<file path="src/hdc_pkg.sv">
package hdc_pkg;

  // ----------------------------------------------------------------
  // register map
  // ----------------------------------------------------------------
  localparam logic [7:0] DEV_CFG_OFFSET    = 8'h05; // device configuration
  localparam logic [7:0] CHG_PORT_OFFSET   = 8'h06; // charge-port enables

  // ----------------------------------------------------------------
  // device configuration field positions
  // ----------------------------------------------------------------
  localparam int STR_WE_BIT    = 7; // string write enable
  localparam int SER_WE_BIT    = 6; // serial number write enable
  localparam int LPL_DIS_BIT   = 5; // low-power link disable
  localparam int RSVD_ONE_BIT  = 4; // reads as one
  localparam int SHARED_BIT    = 3; // shared power switch
  localparam int PM_OFF_BIT    = 2; // power management off
  localparam int RSVD_RW_BIT   = 1; // reserved, writable
  localparam int RSVD_ZERO_BIT = 0; // reads as zero

  // writable masks
  localparam logic [7:0] DEV_CFG_WMASK     = 8'hee;
  localparam logic [7:0] CHG_PORT_WMASK    = 8'h03;

  // reset values of non-strapped fields
  localparam logic [7:0] DEV_CFG_RESET     = 8'h10;
  localparam logic [7:0] CHG_PORT_RESET    = 8'h00;

  // strap capture: edge count after release, and where the count parks
  localparam logic [1:0] STRAP_CAPTURE_CNT = 2'h2;
  localparam logic [1:0] STRAP_DONE_CNT    = 2'h3;

  // ----------------------------------------------------------------
  // load sources
  // ----------------------------------------------------------------
  typedef enum logic [1:0] {
    HDC_MODE_PIN,
    HDC_MODE_I2C,
    HDC_MODE_SMBUS
  } hdc_mode_e;

  // register access request from eeprom loader or smbus slave
  typedef struct packed {
    logic       wr;   // write strobe
    logic       rd;   // read strobe
    logic [7:0] addr; // register offset
    logic [7:0] data; // write data
  } hdc_req_s;

  // straps sampled at reset release
  typedef struct packed {
    logic       shared_power;
    logic       power_mgmt;
    logic [1:0] charge_enables;
  } hdc_strap_s;

endpackage

</file>
<file path="src/hdc_config_regs.sv">
`timescale 1ns/1ps
module hdc_config_regs (
  // clock and reset
  input  wire logic              i_clk,
  input  wire logic              i_rst_n,
  // load mode and access
  input  wire hdc_pkg::hdc_mode_e i_mode,
  input  wire hdc_pkg::hdc_req_s i_req,
  output logic [7:0]             o_rdata,
  // straps from pins
  input  wire hdc_pkg::hdc_strap_s i_strap,
  // link power events
  input  wire logic              i_force_accept,
  input  wire logic              i_upstream_disconnect,
  input  wire logic              i_link_lp_request,
  output logic                   o_link_lp_allow,
  // port power demand from hub
  input  wire logic [1:0]        i_port_power_req,
  output logic [1:0]             o_port_power_charge,
  output logic                   o_power_switching_en,
  // downstream write gates and charge enables
  output logic                   o_string_write_enable,
  output logic                   o_serial_number_write_enable,
  output logic [1:0]             o_charge_port_enables
);

  // ----------------------------------------------------------------
  // strap synchroniser and release capture
  // ----------------------------------------------------------------
  hdc_pkg::hdc_strap_s strap_s1_r;   // first stage
  hdc_pkg::hdc_strap_s strap_s2_r;   // second stage
  logic [1:0]          rel_cnt_r;    // cycles since release
  logic                capture;      // strap capture strobe

  // two-flop strap sync
  always_ff @(posedge i_clk or negedge i_rst_n) begin
    if (!i_rst_n) begin
      strap_s1_r <= '0;
      strap_s2_r <= '0;
    end else begin
      strap_s1_r <= i_strap;
      strap_s2_r <= strap_s1_r;
    end
  end

  // count edges after release until sync is filled
  always_ff @(posedge i_clk or negedge i_rst_n) begin
    if (!i_rst_n) begin
      rel_cnt_r <= 2'h0;
    end else if (rel_cnt_r != hdc_pkg::STRAP_DONE_CNT) begin
      rel_cnt_r <= rel_cnt_r + 2'h1;
    end
  end

  // capture once second stage holds pin level
  assign capture = (rel_cnt_r == hdc_pkg::STRAP_CAPTURE_CNT);

  // ----------------------------------------------------------------
  // register write qualification
  // ----------------------------------------------------------------
  logic loader_mode;  // eeprom or smbus may write
  logic wr_cfg;       // write to device configuration
  logic wr_chg;       // write to charge-port enables

  // writes only from eeprom loader or smbus host
  assign loader_mode = (i_mode == hdc_pkg::HDC_MODE_I2C) ||
                       (i_mode == hdc_pkg::HDC_MODE_SMBUS);
  assign wr_cfg = loader_mode && i_req.wr &&
                  (i_req.addr == hdc_pkg::DEV_CFG_OFFSET);
  assign wr_chg = loader_mode && i_req.wr &&
                  (i_req.addr == hdc_pkg::CHG_PORT_OFFSET);

  // ----------------------------------------------------------------
  // device configuration register
  // ----------------------------------------------------------------
  logic [7:0] dev_cfg_r;    // stored writable bits
  logic [7:0] dev_cfg_rd;   // read view

  // write, strap capture; writable bits only
  always_ff @(posedge i_clk or negedge i_rst_n) begin
    if (!i_rst_n) begin
      dev_cfg_r <= hdc_pkg::DEV_CFG_RESET & hdc_pkg::DEV_CFG_WMASK;
    end else if (capture) begin
      // straps win over any early write
      dev_cfg_r[hdc_pkg::SHARED_BIT] <= strap_s2_r.shared_power;
      dev_cfg_r[hdc_pkg::PM_OFF_BIT] <= strap_s2_r.power_mgmt;
    end else if (wr_cfg) begin
      // masked write keeps fixed bits out
      dev_cfg_r <= i_req.data & hdc_pkg::DEV_CFG_WMASK;
    end
  end

  // fixed bits forced on read
  always_comb begin
    dev_cfg_rd = dev_cfg_r & hdc_pkg::DEV_CFG_WMASK;
    dev_cfg_rd[hdc_pkg::RSVD_ONE_BIT]  = 1'b1;
    dev_cfg_rd[hdc_pkg::RSVD_ZERO_BIT] = 1'b0;
  end

  // write gates for string and serial registers
  assign o_string_write_enable        = dev_cfg_r[hdc_pkg::STR_WE_BIT];
  assign o_serial_number_write_enable = dev_cfg_r[hdc_pkg::SER_WE_BIT];

  // ----------------------------------------------------------------
  // charge-port enables register
  // ----------------------------------------------------------------
  logic [1:0] chg_r;  // per-port charge enables

  // strap load then eeprom or smbus overwrite
  always_ff @(posedge i_clk or negedge i_rst_n) begin
    if (!i_rst_n) begin
      chg_r <= hdc_pkg::CHG_PORT_RESET[1:0];
    end else if (capture) begin
      chg_r <= strap_s2_r.charge_enables;
    end else if (wr_chg) begin
      chg_r <= i_req.data[1:0] & hdc_pkg::CHG_PORT_WMASK[1:0];
    end
  end

  // bit 0 port 1, bit 1 port 2
  assign o_charge_port_enables = chg_r;

  // ----------------------------------------------------------------
  // read data
  // ----------------------------------------------------------------
  // registered read; unmapped reads zero
  always_ff @(posedge i_clk or negedge i_rst_n) begin
    if (!i_rst_n) begin
      o_rdata <= 8'h00;
    end else if (i_req.rd) begin
      case (i_req.addr)
        hdc_pkg::DEV_CFG_OFFSET:  o_rdata <= dev_cfg_rd;
        hdc_pkg::CHG_PORT_OFFSET: o_rdata <= {6'h00, chg_r};
        default:                  o_rdata <= 8'h00;
      endcase
    end
  end

  // ----------------------------------------------------------------
  // link power management gating
  // ----------------------------------------------------------------
  logic force_held_r;  // forced accept seen

  // latch forced accept until disconnect or reset
  always_ff @(posedge i_clk or negedge i_rst_n) begin
    if (!i_rst_n) begin
      force_held_r <= 1'b0;
    end else if (i_force_accept) begin
      force_held_r <= 1'b1;
    end else if (i_upstream_disconnect) begin
      force_held_r <= 1'b0;
    end
  end

  // u1/u2 allowed unless disabled and not forced
  assign o_link_lp_allow = i_link_lp_request &&
      (!dev_cfg_r[hdc_pkg::LPL_DIS_BIT] || force_held_r || i_force_accept);

  // ----------------------------------------------------------------
  // port power switching
  // ----------------------------------------------------------------
  logic [1:0] pwr_nxt;  // next power pin drive
  logic [1:0] pwr_r;    // registered power pins

  // gang on port 1 pin, else per port
  always_comb begin
    pwr_nxt = 2'b00;
    if (!dev_cfg_r[hdc_pkg::PM_OFF_BIT]) begin
      if (dev_cfg_r[hdc_pkg::SHARED_BIT]) begin
        pwr_nxt[0] = |i_port_power_req;
      end else begin
        pwr_nxt = i_port_power_req;
      end
    end
  end

  // registered pin drive
  always_ff @(posedge i_clk or negedge i_rst_n) begin
    if (!i_rst_n) begin
      pwr_r <= 2'b00;
    end else begin
      pwr_r <= pwr_nxt;
    end
  end

  assign o_port_power_charge  = pwr_r;
  assign o_power_switching_en = !dev_cfg_r[hdc_pkg::PM_OFF_BIT];

  // ----------------------------------------------------------------
  // assertions
  // ----------------------------------------------------------------
  // short names for the guarded fields
  logic pm_on;          // port power switching on
  logic shared_sw;      // ganged switching chosen
  logic lp_dis;         // u1/u2 disabled
  logic addr_unmapped;  // offset outside the pair
  assign pm_on         = !dev_cfg_r[hdc_pkg::PM_OFF_BIT];
  assign shared_sw     = dev_cfg_r[hdc_pkg::SHARED_BIT];
  assign lp_dis        = dev_cfg_r[hdc_pkg::LPL_DIS_BIT];
  assign addr_unmapped = (i_req.addr != hdc_pkg::DEV_CFG_OFFSET) &&
                         (i_req.addr != hdc_pkg::CHG_PORT_OFFSET);
endmodule

</file>
<file path="config.mk">
export PLATFORM = sky130hd
export DESIGN_NAME = hdc_config_regs
export DESIGN_NICKNAME = d
export VERILOG_FILES = /design/src/hdc_pkg.sv /design/src/hdc_config_regs.sv
export SDC_FILE = /design/constraint.sdc
export NUM_CORES = 1
export LEC_CHECK = 0
export BUFFER_PORTS_ARGS = -buffer_cell sky130_fd_sc_hd__buf_2
export CAP_MARGIN = 5
export CORE_ASPECT_RATIO = 0.6
export CORE_MARGIN = 3
export CORE_UTILIZATION = 50
export CTS_BUF_LIST = sky130_fd_sc_hd__clkbuf_8 sky130_fd_sc_hd__clkbuf_16
export CTS_CLUSTER_SIZE = 8
export DETAILED_ROUTE_END_ITERATION = 7
export PLACE_DENSITY = 0.92
export SLEW_MARGIN = 20
export SYNTH_ARGS = -nofsm -noshare
export SYNTH_HDL_FRONTEND = slang
export SYNTH_SLANG_ARGS = --single-unit
</file>
<file path="constraint.sdc">
create_clock -name i_clk -period 2.69 [get_ports i_clk]
set_input_delay 0.269 -clock i_clk [delete_from_list [all_inputs] [get_ports i_clk]]
set_output_delay 0.269 -clock i_clk [all_outputs]
set_load 0.1 [all_outputs]
</file>
==> flow_metrics.py <==
metrics = {
    "global_routing": {
        "grt_pass1_vias": 971,
        "grt_max_degree": 30,
        "overflow": 0,
        "gr-usage-all-layers": 0.205,
        "grt_first_pass_wirelength_mm": 4.61,
        "antenna_found_initial": 0,
    },
    "cts": {
        "clk_pin_slew_ns": 0.06,
        "cts_hold_buf": 0,
        "worstSkewPairLatency_ns": 0.27,
        "clock_tree.htree_level_count": 2,
        "numCtsBuffers": 5,
        "tritoncts": "done",
        "root_buffer": "clkbuf_8",
        "clock_path_buffers": 2,
        "numClockSinks": 29,
        "postCtsSetupBuffers": 0,
        "cts_resized": 0,
    },
    "timing": {
        "rsz0062_at_grt": "false",
        "finClkSkew_ns": 0.00474,
        "hold_viol": 0,
        "period_minus_slack_ns": 1.78,
        "worst_pin_slew_ns": 0.617,
        "relSlewSlack": 0.589,
        "max_freq_mhz": 562,
        "timing.final.crit_share": 0.661,
        "slew_violations": 0,
        "finalSetupTns_ns": 0,
        "setup_viol": 0,
    },
    "drt": {
        "top_layer": "met4",
        "post_drt_wl_per_cell_microns": 16.7,
        "wl_met2_mm": 1.39,
        "vias": 967,
        "drtIter0Drc": 51,
        "drt_wl_total_mm": 2.83,
        "wl_met1_mm": 1.16,
        "vias_per_cell": 5.69,
        "drc": 0,
        "firstDrtPassIters": 7,
        "final_antenna_net_count": 0,
        "wl_met3_microns": 236,
    },
    "finish": {
        "final_area_sq_um": 1580,
        "antennaDiodeCount": 0,
        "nNetsFinal": 172,
        "drive_above_1_share": 0.464,
        "area_delta_synth_final_pct": 31.5,
    },
    "critical_path": {
        "critical_path_required_ns": 2.85,
        "critical_path.endpoint_type": "flop",
        "rr_endpoint": "dev_cfg_r[5]",
        "cp-start-kind": "flop",
        "cp_cell_sequence": "inv_1 -> ha_1 -> nor4_4 -> mux2_2",
        "max_stage_delay_ns": 0.49,
        "worstRegToRegCells": 4,
        "crit_buf_inv": 1,
        "path_delay_family": "simple AND/OR/NAND/NOR gates",
        "critPathSlowestCell": "nor4_4",
        "cp.depth": 4,
        "arrival_ns": 1.94,
        "reg2reg_from": "rel_cnt_r[0]",
        "critPathMaxFanout": 7,
        "r2r_slack_ns": 0.91,
        "critPathKind": "reg -> reg",
    },
    "placement": {
        "io_buffers": 45,
        "place_hpwl_mm": 2.09,
        "placed_cell_area_sq_um": 1460,
        "place.gp.congestion": 0.890,
    },
    "die": {
        "fp.dieH_microns": 44.0,
        "die_w_microns": 69.3,
        "core_sq_um": 2230,
        "die_area_sq_um": 3050,
        "row_count": 13,
        "start_util": 0.539,
        "io_pins": 47,
    },
    "run_status": {
        "status": "complete, no violations",
    },
    "synthesis": {
        "ys_ff_latch": 29,
        "synth-seq-area-share": 0.604,
        "synth_top_area_share": 0.604,
        "netlist_area_sq_um": 1200,
        "ys_types": 30,
        "yosys.area.top_type": "dfrtp_1",
        "syn_inst": 88,
        "netlist_top_cells_area": "dfrtp_1 (60%), mux2_2 (7.5%), a22o_1 (3.6%)",
        "synth_nets": 121,
        "avgSynthCellArea_sq_um": 13.6,
        "yosysWarnings": 0,
    },
    "pwr": {
        "p_leak_nw": 0.819,
        "powerDensity_nw_per_um2": 660,
        "ir_drop_mv": 0.483,
    },
    "hold_path": {
        "hold_path_class": "in -> async",
    },
    "run": {
        "drv_cap": 0,
    },
}
-- cells in the mapped netlist --
cell	instances
a21boi_0	1
o21ai_0	1
or4_4	1
a21o_1	2
xor2_1	1
a311oi_1	2
a32oi_1	1
nor4bb_1	2
or2b_1	1
a22o_1	5
nor2b_1	1
o2bb2ai_1	1
inv_1	8
buf_2	1
nand2_1	4
and2_1	1
nor4_4	2
nand4_1	1
mux2_2	8
nor4b_4	1
clkinv_1	1
dfrtp_1	29
ha_1	2
a41oi_1	2
nor4_1	1
a21oi_1	3
xnor2_1	1
nor2_1	2
nor3b_1	1
nand3_1	1
-- routing by layer --
layer,vias to the layer above,global-route usage
met3,7,0.0602
met2,63,0.347
met4,0,0.101
li1,423,-
met5,-,0
met1,474,0.244
-- report_power, final --
part	internal, mW	switching, mW
sequential	0.451	0.00796
combinational	0.0338	0.0879
clock	0.301	0.162
total	0.785	0.258
-- metrics by stage --
step	cells	worst slack (ns)	power [mW]	hold slack [ns]	utilization
after floorplan	88	0.609	0.539	-0.0266	-
after global placement	162	0.810	0.582	0.306	0.655
after detailed placement	162	0.751	0.587	0.316	0.655
after CTS	170	0.914	1.05	0.0196	0.709
after global routing	170	0.868	1.08	0.0498	0.709
final	170	0.911	1.04	0.00349	0.709
-- final cells by class --
| type | instances | area, sq um |
|---|---|---|
| inverters | 9 | 33.8 |
| fillers | 159 | 649 |
| well taps | 30 | 37.5 |
| multi-input cells | 49 | 437 |
| repair buffers | 45 | 225 |
| flip-flops and latches | 29 | 726 |
| clock inverters | 2 | 37.5 |
| clock buffers | 6 | 82.6 |
-- layout by cell type (no fill, tap or decap), types with 3 or more instances in the layout --
cell,n
buf_2,45
dfrtp_1,29
inv_1,8
mux2_2,8
clkbuf_8,6
a22o_1,5
nand2_1,4
a21oi_1,3
-- registers in the layout, indices dropped and copies added (netlist names) --
signal / cells
o_rdata: 8
dev_cfg_r: 6
force_held_r: 1
rel_cnt_r: 2
strap_s2_r: 4
strap_s1_r: 4
o_charge_port_enables: 2
o_port_power_charge: 2
-- worst max path at each step --
| stage | slack (ns) | end | from |
|---|---|---|---|
| 2_1_floorplan | 0.61 | o_link_lp_allow | force_held_r |
| 3_3_place_gp | 0.81 | dev_cfg_r[1] | i_req[13] |
| 3_5_place_dp | 0.75 | dev_cfg_r[5] | i_req[13] |
| 4_1_cts | 0.91 | dev_cfg_r[5] | rel_cnt_r[0] |
| 5_1_grt | 0.87 | dev_cfg_r[5] | rel_cnt_r[0] |
| 6_report | 0.91 | dev_cfg_r[5] | rel_cnt_r[0] |
-- cell families after synthesis --
family / after synthesis / synth area share
compound gates: 18 / 0.116
xor+xnor: 2 / 0.0146
fa+ha+maj: 2 / 0.0208
buf+inv: 10 / 0.0323
flops: 29 / 0.604
mux: 8 / 0.0750
simple gates: 19 / 0.138
No activity file was read; power rests on OpenSTA's default activity.
